<file path="src/verilog/rtc_pkg.sv">
`default_nettype none
// ============================================================
// shared constants and types of the compensated timebase
package rtc_pkg;
  // register addresses on the host register port
  localparam logic [7:0] RTC_ADDR_TEMP   = 8'h20;  // temperature_reading
  localparam logic [7:0] RTC_ADDR_CONFIG = 8'h30;  // sensor_clockout_config
  localparam logic [7:0] RTC_ADDR_TRIM   = 8'h31;  // crystal_ppm_trim
  // reset values (code 3ch is 0 degrees)
  localparam logic [7:0] RTC_TEMP_RESET   = 8'h3c;
  localparam logic [7:0] RTC_CONFIG_RESET = 8'h00;
  localparam logic [7:0] RTC_TRIM_RESET   = 8'h00;
  // field positions
  localparam int RTC_CFG_SCAN_BIT   = 0;  // scan_interval_select
  localparam int RTC_CFG_ENABLE_BIT = 1;  // thermometer enable
  localparam int RTC_TRIM_SIGN_BIT  = 7;  // 1 = crystal runs fast
  // reference and period figures
  localparam int RTC_REF_HZ          = 32768;  // reference ticks per second
  localparam int RTC_PERIOD_S        = 32;     // compensation period, seconds
  localparam int RTC_SCAN_SLOW_S     = 16;     // slow scan interval, seconds
  localparam int RTC_PRESCALE_W      = 15;     // log2 of RTC_REF_HZ
  localparam int RTC_ACC_W           = 20;     // log2 of ticks per period
  localparam int RTC_SEC_W           = 5;      // log2 of RTC_PERIOD_S
  localparam int RTC_SCAN_W          = 4;      // log2 of RTC_SCAN_SLOW_S
  localparam logic [RTC_SEC_W-1:0]  RTC_SEC_LAST  = 5'(RTC_PERIOD_S - 1);
  localparam logic [RTC_SCAN_W-1:0] RTC_SCAN_SLOW = 4'(RTC_SCAN_SLOW_S - 1);
  localparam logic [RTC_SCAN_W-1:0] RTC_SCAN_FAST = 4'h0;
  // temperature code offset: code minus 60 is degrees, t0 field plus 4 is degrees
  localparam logic signed [9:0] RTC_DT_BIAS = 10'sh040;  // 60 + 4
  localparam int RTC_COEF_SHIFT = 12;                    // coefficient scale 4096
  localparam int RTC_COMP_W     = 11;                    // signed pulses per period
  localparam logic signed [12:0] RTC_COMP_MAX = 13'sh03ff;
  // prescaler advance per reference tick
  localparam logic [1:0] RTC_STEP_SKIP   = 2'h0;
  localparam logic [1:0] RTC_STEP_NORMAL = 2'h1;
  localparam logic [1:0] RTC_STEP_INSERT = 2'h2;

  // one host register access
  typedef struct packed {
    logic       rd;
    logic       wr;
    logic [7:0] addr;
    logic [7:0] wdata;
  } rtc_reg_req_t;

  // thermometer sequencer
  typedef enum logic [0:0] {
    RTC_SCAN_IDLE = 1'b0,
    RTC_SCAN_BUSY = 1'b1
  } rtc_scan_state_t;
endpackage : rtc_pkg
`default_nettype wire

</file>
<file path="src/verilog/rtc_drift_corrector.sv">
`default_nettype none
// ============================================================
// drift_corrector: pulses per period from trim, coefficient and temperature
module rtc_drift_corrector
  import rtc_pkg::*;
(
  input  wire logic                         clk_in,        // system clock
  input  wire logic                         rst_n_in,      // async reset, active low
  input  wire logic                         load_in,       // recompute strobe
  input  wire logic [7:0]                   temp_in,       // temperature code
  input  wire logic [7:0]                   trim_in,       // sign and magnitude
  input  wire logic [7:0]                   coef_in,       // quadratic coefficient
  input  wire logic [5:0]                   turnover_in,   // turnover field
  output logic signed [RTC_COMP_W-1:0]      comp_out       // signed pulses per period
);
  logic signed [9:0]  dt;        // temperature minus turnover, degrees
  logic        [15:0] dt_sq;     // squared difference
  logic        [23:0] drift_raw; // coefficient times square
  logic signed [12:0] sum;       // combined correction before clamp
  logic signed [RTC_COMP_W-1:0] next_comp;

  // ============================================================
  // combinational value; a slow crystal needs added pulses
  always_comb
  begin
    dt        = $signed({2'b00, temp_in}) - $signed({4'h0, turnover_in}) - RTC_DT_BIAS;
    // widen before multiplying, a self-sized product would lose its upper bits
    dt_sq     = 16'(20'(dt) * 20'(dt));
    drift_raw = 24'(coef_in) * 24'(dt_sq);
    // the quadratic drift always slows the crystal, so it adds pulses
    sum = $signed({1'b0, 12'(drift_raw >> RTC_COEF_SHIFT)});
    // fast crystal removes pulses, slow crystal adds them
    if (trim_in[RTC_TRIM_SIGN_BIT])
      sum = sum - $signed({6'h00, trim_in[6:0]});
    else
      sum = sum + $signed({6'h00, trim_in[6:0]});
    // clamp: the result must fit the signed RTC_COMP_W field, at most 1023 either way
    if (sum > RTC_COMP_MAX)
      next_comp = RTC_COMP_W'(RTC_COMP_MAX);
    else if (sum < -RTC_COMP_MAX)
      next_comp = RTC_COMP_W'(-RTC_COMP_MAX);
    else
      next_comp = RTC_COMP_W'(sum);
    // hold between strobes
    if (!load_in)
      next_comp = comp_out;
  end

  // ============================================================
  // value only moves on the strobe
  always_ff @(posedge clk_in or negedge rst_n_in)
  begin
    if (!rst_n_in)
      comp_out <= '0;
    else
      comp_out <= next_comp;
  end
endmodule // rtc_drift_corrector
`default_nettype wire

</file>
<file path="src/verilog/rtc_comp_timebase.sv">
`default_nettype none
// How it works
// - recompute correction every 32 seconds
// - add or swallow reference ticks
// - spread pulses across whole 32 s period
// - config bit 1 enables thermometer
// - config bit 0 picks 1 s or 16 s
// - measurement result stored at 20h
// - code zero is -60, 3ch is 0
// - one degree per code step
// - low supply level one stops measuring
// - frozen reading keeps feeding compensation
// - resume only after both flags cleared
// - trim bit 7 gives correction direction
// - trim bits 6..0 magnitude, up to 121; stored unclamped, so up to 127 reaches the corrector
// - trim cancels offset at turnover
// - corrections act on first divider stage
// - one pulse per period is one ppm
module rtc_comp_timebase
  import rtc_pkg::*;
(
  input  wire logic                    clk_in,                 // 50 mhz system clock
  input  wire logic                    rst_n_in,               // async reset, active low
  input  wire rtc_reg_req_t            reg_req_in,             // host register access
  output logic [7:0]                   reg_rdata_out,          // read data, one cycle later
  input  wire logic                    osc_tick_in,            // one pulse per 32.768 khz tick
  input  wire logic [7:0]              temp_sample_in,         // thermometer result
  input  wire logic                    temp_valid_in,          // result strobe
  input  wire logic                    low_supply1_status_in,  // first low-supply flag
  input  wire logic                    low_supply2_status_in,  // second low-supply flag
  input  wire logic [7:0]              coef_in,                // factory quadratic coefficient
  input  wire logic [5:0]              turnover_in,            // factory turnover field
  output logic                         meas_start_out,         // start one measurement
  output logic                         therm_active_out,       // thermometer running
  output logic                         second_tick_out,        // compensated 1 hz pulse
  output logic signed [RTC_COMP_W-1:0] comp_value_out          // current pulses per period
);
  // ============================================================
  // state
  logic [7:0]          temp_reg;     // temperature_reading
  logic [7:0]          config_reg;   // sensor_clockout_config
  logic [7:0]          trim_reg;     // crystal_ppm_trim
  logic                low_stop;     // measurements held off by low supply
  rtc_scan_state_t     scan_state;   // measurement in flight or not
  logic [RTC_SCAN_W-1:0] scan_cnt;   // seconds into the scan interval
  logic [RTC_PRESCALE_W-1:0] prescale; // first divider stage
  logic [RTC_SEC_W-1:0] sec_cnt;     // seconds into the period
  logic [RTC_ACC_W-1:0] spread_acc;  // pulse spreading accumulator
  logic                load_comp;    // recompute strobe

  logic [7:0]          next_temp_reg, next_config_reg, next_trim_reg, next_rdata;
  logic                next_low_stop, next_meas_start;
  rtc_scan_state_t     next_scan_state;
  logic [RTC_SCAN_W-1:0] next_scan_cnt;
  logic [RTC_PRESCALE_W-1:0] next_prescale;
  logic [RTC_SEC_W-1:0] next_sec_cnt;
  logic [RTC_ACC_W-1:0] next_spread_acc;
  logic                next_second, next_load;

  // ============================================================
  // helpers of the two groups, each used by only one of them
  logic                therm_on;     // enabled and not held off
  logic [RTC_SCAN_W-1:0] scan_last;  // last second of the interval
  logic [RTC_ACC_W:0]  acc_sum;      // accumulator with carry
  logic [RTC_COMP_W-2:0] comp_mag;   // magnitude of correction
  logic [1:0]          step;         // prescaler advance this tick
  logic [RTC_PRESCALE_W:0] pre_sum;  // prescaler with carry

  assign therm_on  = config_reg[RTC_CFG_ENABLE_BIT] && !low_stop;
  assign scan_last = config_reg[RTC_CFG_SCAN_BIT] ? RTC_SCAN_SLOW : RTC_SCAN_FAST;
  assign comp_mag  = comp_value_out[RTC_COMP_W-1] ? (RTC_COMP_W-1)'(-comp_value_out)
                                                  : comp_value_out[RTC_COMP_W-2:0];

  // ============================================================
  // register file and thermometer sequencer, next values
  always_comb
  begin
    next_temp_reg   = temp_reg;
    next_config_reg = config_reg;
    next_trim_reg   = trim_reg;
    next_rdata      = reg_rdata_out;
    next_low_stop   = low_stop;
    next_scan_state = scan_state;
    next_scan_cnt   = scan_cnt;
    next_meas_start = 1'b0;
    // the hold only lifts once software cleared both flags
    if (low_supply1_status_in)
      next_low_stop = 1'b1;
    else if (!low_supply2_status_in)
      next_low_stop = 1'b0;
    // host reads: one registered answer, unmapped reads give zero
    if (reg_req_in.rd)
    begin
      unique case (reg_req_in.addr)
        RTC_ADDR_TEMP:   next_rdata = temp_reg;
        RTC_ADDR_CONFIG: next_rdata = config_reg;
        RTC_ADDR_TRIM:   next_rdata = trim_reg;
        default:         next_rdata = 8'h00;
      endcase
    end
    // host writes; factory values are writable, software is asked not to
    if (reg_req_in.wr)
    begin
      unique case (reg_req_in.addr)
        // temperature write only lands while the thermometer enable bit is clear
        RTC_ADDR_TEMP:   if (!config_reg[RTC_CFG_ENABLE_BIT]) next_temp_reg = reg_req_in.wdata;
        RTC_ADDR_CONFIG: next_config_reg = reg_req_in.wdata;
        // magnitude is stored as written, range kept by software
        RTC_ADDR_TRIM:   next_trim_reg = reg_req_in.wdata;
        default:         ;
      endcase
    end
    // count seconds of the scan interval
    if (next_second)
    begin
      if (scan_cnt >= scan_last)
        next_scan_cnt = '0;
      else
        next_scan_cnt = scan_cnt + 1'b1;
    end
    unique case (scan_state)
      RTC_SCAN_IDLE:
        // start a scan when the interval elapses
        if (therm_on && next_second && scan_cnt >= scan_last)
        begin
          next_meas_start = 1'b1;
          next_scan_state = RTC_SCAN_BUSY;
        end
      RTC_SCAN_BUSY:
        // a stopped thermometer drops the scan and the old code stays
        if (!therm_on)
          next_scan_state = RTC_SCAN_IDLE;
        else if (temp_valid_in)
        begin
          // store result whole in one cycle
          // offset code, one degree per step
          next_temp_reg   = temp_sample_in;
          next_scan_state = RTC_SCAN_IDLE;
        end
    endcase
  end

  // ============================================================
  // register file and sequencer flops
  always_ff @(posedge clk_in or negedge rst_n_in)
  begin
    if (!rst_n_in)
    begin
      temp_reg       <= RTC_TEMP_RESET;
      config_reg     <= RTC_CONFIG_RESET;
      trim_reg       <= RTC_TRIM_RESET;
      reg_rdata_out  <= 8'h00;
      low_stop       <= 1'b0;
      scan_state     <= RTC_SCAN_IDLE;
      scan_cnt       <= '0;
      meas_start_out <= 1'b0;
    end
    else
    begin
      temp_reg       <= next_temp_reg;
      config_reg     <= next_config_reg;
      trim_reg       <= next_trim_reg;
      reg_rdata_out  <= next_rdata;
      low_stop       <= next_low_stop;
      scan_state     <= next_scan_state;
      scan_cnt       <= next_scan_cnt;
      meas_start_out <= next_meas_start;
    end
  end

  // ============================================================
  // compensated divider, next values
  always_comb
  begin
    next_spread_acc = spread_acc;
    next_sec_cnt    = sec_cnt;
    next_load       = 1'b0;
    step            = RTC_STEP_NORMAL;
    // accumulator spreads the count evenly over the period's ticks
    acc_sum = {1'b0, spread_acc} + {{(RTC_ACC_W - RTC_COMP_W + 2){1'b0}}, comp_mag};
    if (osc_tick_in)
    begin
      next_spread_acc = acc_sum[RTC_ACC_W-1:0];
      // a carry inserts or swallows one tick
      // one carry per period shifts time by about one ppm
      if (acc_sum[RTC_ACC_W])
        step = comp_value_out[RTC_COMP_W-1] ? RTC_STEP_SKIP : RTC_STEP_INSERT;
    end
    else
      step = RTC_STEP_SKIP;
    // corrections enter the first stage, so only a second in which a carry falls moves
    pre_sum       = {1'b0, prescale} + {{(RTC_PRESCALE_W - 1){1'b0}}, step};
    next_prescale = pre_sum[RTC_PRESCALE_W-1:0];
    next_second   = pre_sum[RTC_PRESCALE_W];
    if (next_second)
    begin
      if (sec_cnt == RTC_SEC_LAST)
      begin
        next_sec_cnt    = '0;
        next_load       = 1'b1;
        next_spread_acc = '0;
      end
      else
        next_sec_cnt = sec_cnt + 1'b1;
    end
  end

  // ============================================================
  // divider flops
  always_ff @(posedge clk_in or negedge rst_n_in)
  begin
    if (!rst_n_in)
    begin
      prescale        <= '0;
      sec_cnt         <= '0;
      spread_acc      <= '0;
      load_comp       <= 1'b0;
      second_tick_out <= 1'b0;
    end
    else
    begin
      prescale        <= next_prescale;
      sec_cnt         <= next_sec_cnt;
      spread_acc      <= next_spread_acc;
      load_comp       <= next_load;
      second_tick_out <= next_second;
    end
  end

  rtc_drift_corrector u_corrector (
    .clk_in      (clk_in),
    .rst_n_in    (rst_n_in),
    .load_in     (load_comp),
    .temp_in     (temp_reg),
    .trim_in     (trim_reg),
    .coef_in     (coef_in),
    .turnover_in (turnover_in),
    .comp_out    (comp_value_out)
  );

  assign therm_active_out = therm_on;
endmodule // rtc_comp_timebase
`default_nettype wire

</file>
<file path="config.mk">
export PLATFORM = sky130hd
export DESIGN_NAME = rtc_comp_timebase
export DESIGN_NICKNAME = d
export VERILOG_FILES = /design/src/verilog/rtc_pkg.sv /design/src/verilog/rtc_drift_corrector.sv /design/src/verilog/rtc_comp_timebase.sv
export SDC_FILE = /design/constraint.sdc
export NUM_CORES = 1
export LEC_CHECK = 0
export BUFFER_PORTS_ARGS = -buffer_cell sky130_fd_sc_hd__clkbuf_2
export CORE_UTILIZATION = 46
export DETAILED_ROUTE_END_ITERATION = 12
export HOLD_SLACK_MARGIN = 0.12
export PLACE_DENSITY_LB_ADDON = 0.05
export SLEW_MARGIN = 0
export SYNTH_ARGS = -nofsm -noshare
export SYNTH_HDL_FRONTEND = slang
export SYNTH_SLANG_ARGS = --single-unit
</file>
<file path="constraint.sdc">
create_clock -name clk_in -period 19.1 [get_ports clk_in]
set_clock_uncertainty 0.15 [all_clocks]
set_input_delay 3.82 -clock clk_in [delete_from_list [all_inputs] [get_ports clk_in]]
set_output_delay 3.82 -clock clk_in [all_outputs]
set_load 0.01 [all_outputs]
</file>
==> results.sh <==
export IMPL_critical_path_class="input pin to register"
export IMPL_hold_slack_ns=0.311
export IMPL_rows=58
export IMPL_period_share_pct=86.0
export IMPL_netlist_top_cells_count="224 x inv_1, 139 x fa_1, 128 x nand2_1, 121 x ha_1, 108 x nor2_1"
export IMPL_area_growth_pct=7.85
export IMPL_synth_area_mux_share_pct=3.83
export IMPL_synth_top_cell_by_area="fa_1"
export IMPL_layout_min_cycle_time_ns=16.42
export IMPL_ff2ff_path_depth=49
export IMPL_port_buffers=67
export IMPL_r2r_start="temp_reg[0]"
export IMPL_synth_cell_types=63
export IMPL_placed_area_um2=12700
export IMPL_multi_input_area_um2=8730
export IMPL_r2r_setup_slack_ns=5.64
export IMPL_die_y_um=164
export IMPL_synth_area_leaders="fa_1 23%, dfrtp_1 18%, ha_1 13%"
export IMPL_syn_inst=1342
export IMPL_min_path_type="register to register"
export IMPL_drt_initial_drc_count=380
export IMPL_top_regs="spread_acc (20), prescale (15), u_corrector.comp_out (11)"
export IMPL_hold_buffers=0
export IMPL_rsz0062_at_grt="no"
export IMPL_synthSimpleGateAreaFrac_pct=16.8
export IMPL_worstSetupStartpoint="turnover_in[0]"
export IMPL_fin_nets=1698
export IMPL_cts_sinks=92
export IMPL_ff_latch_area_um2=2310
export IMPL_fmax_mhz=60.9
export IMPL_critPathMaxFanout=8
export IMPL_grt_max_degree=51
export IMPL_crit_top_cell="fa_1"
export IMPL_crit_slowest_cell="or4b_1"
export IMPL_htreeDepth=3
export IMPL_synth_compound_area_share_pct=9.80
export IMPL_grt_pass1_vias=9272
export IMPL_dr_pass1_iters=5
export IMPL_cp_required_ns=19.17
export IMPL_max_cap_viol_count=0
export IMPL_vias=8971
export IMPL_cts_buffers=9
export IMPL_worst_slew_pin_slew_ns=0.913
export IMPL_ctsResizeCount=0
export IMPL_ys_warn_count=0
export IMPL_crit_path_max_incr_delay_ns=0.58
export IMPL_async_reset_ff_share_pct=100
export IMPL_finalHoldViolCount=0
export IMPL_slew_headroom_pct=39.1
export IMPL_setup_violations=0
export IMPL_r2r_end="u_corrector.comp_out[3]"
export IMPL_ant_nets=0
export IMPL_finalSetupTns_ns=0
export IMPL_synth_top_area_share_pct=23.2
export IMPL_synthAdderAreaFrac_pct=35.8
export IMPL_synth_edf_count=0
export IMPL_layout_drive_gt1_share_pct=7.73
export IMPL_fillCellCount=2472
export IMPL_floorplan_initialDensity_pct=47.3
export IMPL_cp_end_kind="register"
export IMPL_clk_pin_slew_ns=0.07
export IMPL_synthesis_nets=1648
export IMPL_core_um2=25400
export IMPL_cp_endpoint="u_corrector.comp_out[3]"
export IMPL_min_from="sec_cnt[3]"
export IMPL_syn_avg_cell_area_um2=8.95
export IMPL_clock_latency_ns=0.35
export IMPL_routedWlPerCell_um=15.5
export IMPL_grt_pass1_wl_mm=45.8
export IMPL_cp_arrival_ns=16.49
export IMPL_io_pins=68
export IMPL_utilization_pct=51.0
export IMPL_gr_total_overflow=0
export IMPL_synth_area_um2=12000
export IMPL_cts_tree="done"
export IMPL_viasPerCell=5.19
export IMPL_yosys_most_used_dff="dfrtp_1"
export IMPL_antenna_found_initial=0
export IMPL_postCtsSetupRepairBufs=0
export IMPL_synth_xor_area_share_pct=6.46
export IMPL_synth_top_family_by_area="adder cells"
export IMPL_yosysMostFrequentCell="inv_1"
export IMPL_ys_ff_latch=92
export IMPL_largest_register_ffs=20
export IMPL_dieWidth_um=164
export IMPL_seq_area_frac_synth_pct=19.2
export IMPL_cts_root_buf="clkbuf_16"
export IMPL_top_register="spread_acc"
export IMPL_hpwl_mm=21.7
export IMPL_drt_total_wl_mm=26.7
export IMPL_drc=0
export IMPL_fin_area_um2=13000
export IMPL_crit_path_start_kind="input pin"
export IMPL_status="complete, no violations"
export IMPL_slew_violations=0
export IMPL_cts_buffer_depth=2
export IMPL_gr_usage_all_layers_pct=21.5
export IMPL_antenna_cells=0
export IMPL_gp_congestion=0.846
export IMPL_dieArea_um2=26800
## cells in the final DEF, fill, tap and decap left out, drive strengths merged, types with 18 or more instances in the layout
cell	netlist	routed
nor3	27	27
nor2	108	108
and3	18	18
fa	139	139
dfrtp	88	88
ha	121	121
a21oi	40	40
clkbuf	24	76
o21ai	40	40
nand2	128	128
nand3	25	25
and2	57	57
xor2	21	21
inv	229	232
mux2i	28	28
xnor2	65	65
## worst min-delay path by stage
stage                     slack [ns]  cells past startpoint    endpoint
final                           0.31                      1  sec_cnt[3]
after global routing            0.33                      1  sec_cnt[3]
after CTS                       0.31                      1  sec_cnt[3]
after detailed placement        0.31                      1  sec_cnt[3]
after global placement          0.30                      1  sec_cnt[3]
after floorplan                 0.28                      1  sec_cnt[3]
## critical path: cells and delay by family
| kind | cells | cell delay (ns) |
|---|---|---|
| buffers and inverters | 9 | 0.56 |
| AND/OR/NAND/NOR | 10 | 1.86 |
| adder cells (fa/ha/maj) | 15 | 6.52 |
| AO/OA/AOI/OAI | 12 | 2.81 |
| XOR/XNOR | 3 | 0.93 |
## through the flow
step / cells / worst slack (ns)
detailed placement: 1711 / 2.27
floorplan: 1342 / 3.37
CTS: 1727 / 2.63
global placement: 1711 / 2.62
finish: 1727 / 2.68
global route: 1727 / 1.82
## cells by family after synthesis
kind of cell | count (synthesis)
AOI/OAI and AO/OA | 178
xor gates and xnor gates | 87
adders and majority gates | 260
buffers and inverters | 259
DFF | 92
muxes | 44
and+or+nand+nor | 422
## metal layers
metal / track usage, % / wire (µm)
met2: 35.7 / 12800
met3: 2.31 / 888
met4: 5.64 / 428
met1: 29.9 / 12600
met5: 0 / 0
## layout make-up
cell class | instances | share of cell area (%)
clock buffers | 10 | 1.77
flip-flops and latches | 92 | 17.8
repair buffers | 69 | 2.72
inverters | 229 | 6.63
well taps | 330 | 3.19
multi-input cells | 991 | 67.3
clock inverters | 6 | 0.550
Power is left out: the tool's default activity adds up to more than one toggle a clock period on the data nets, which glitch-free logic cannot reach.
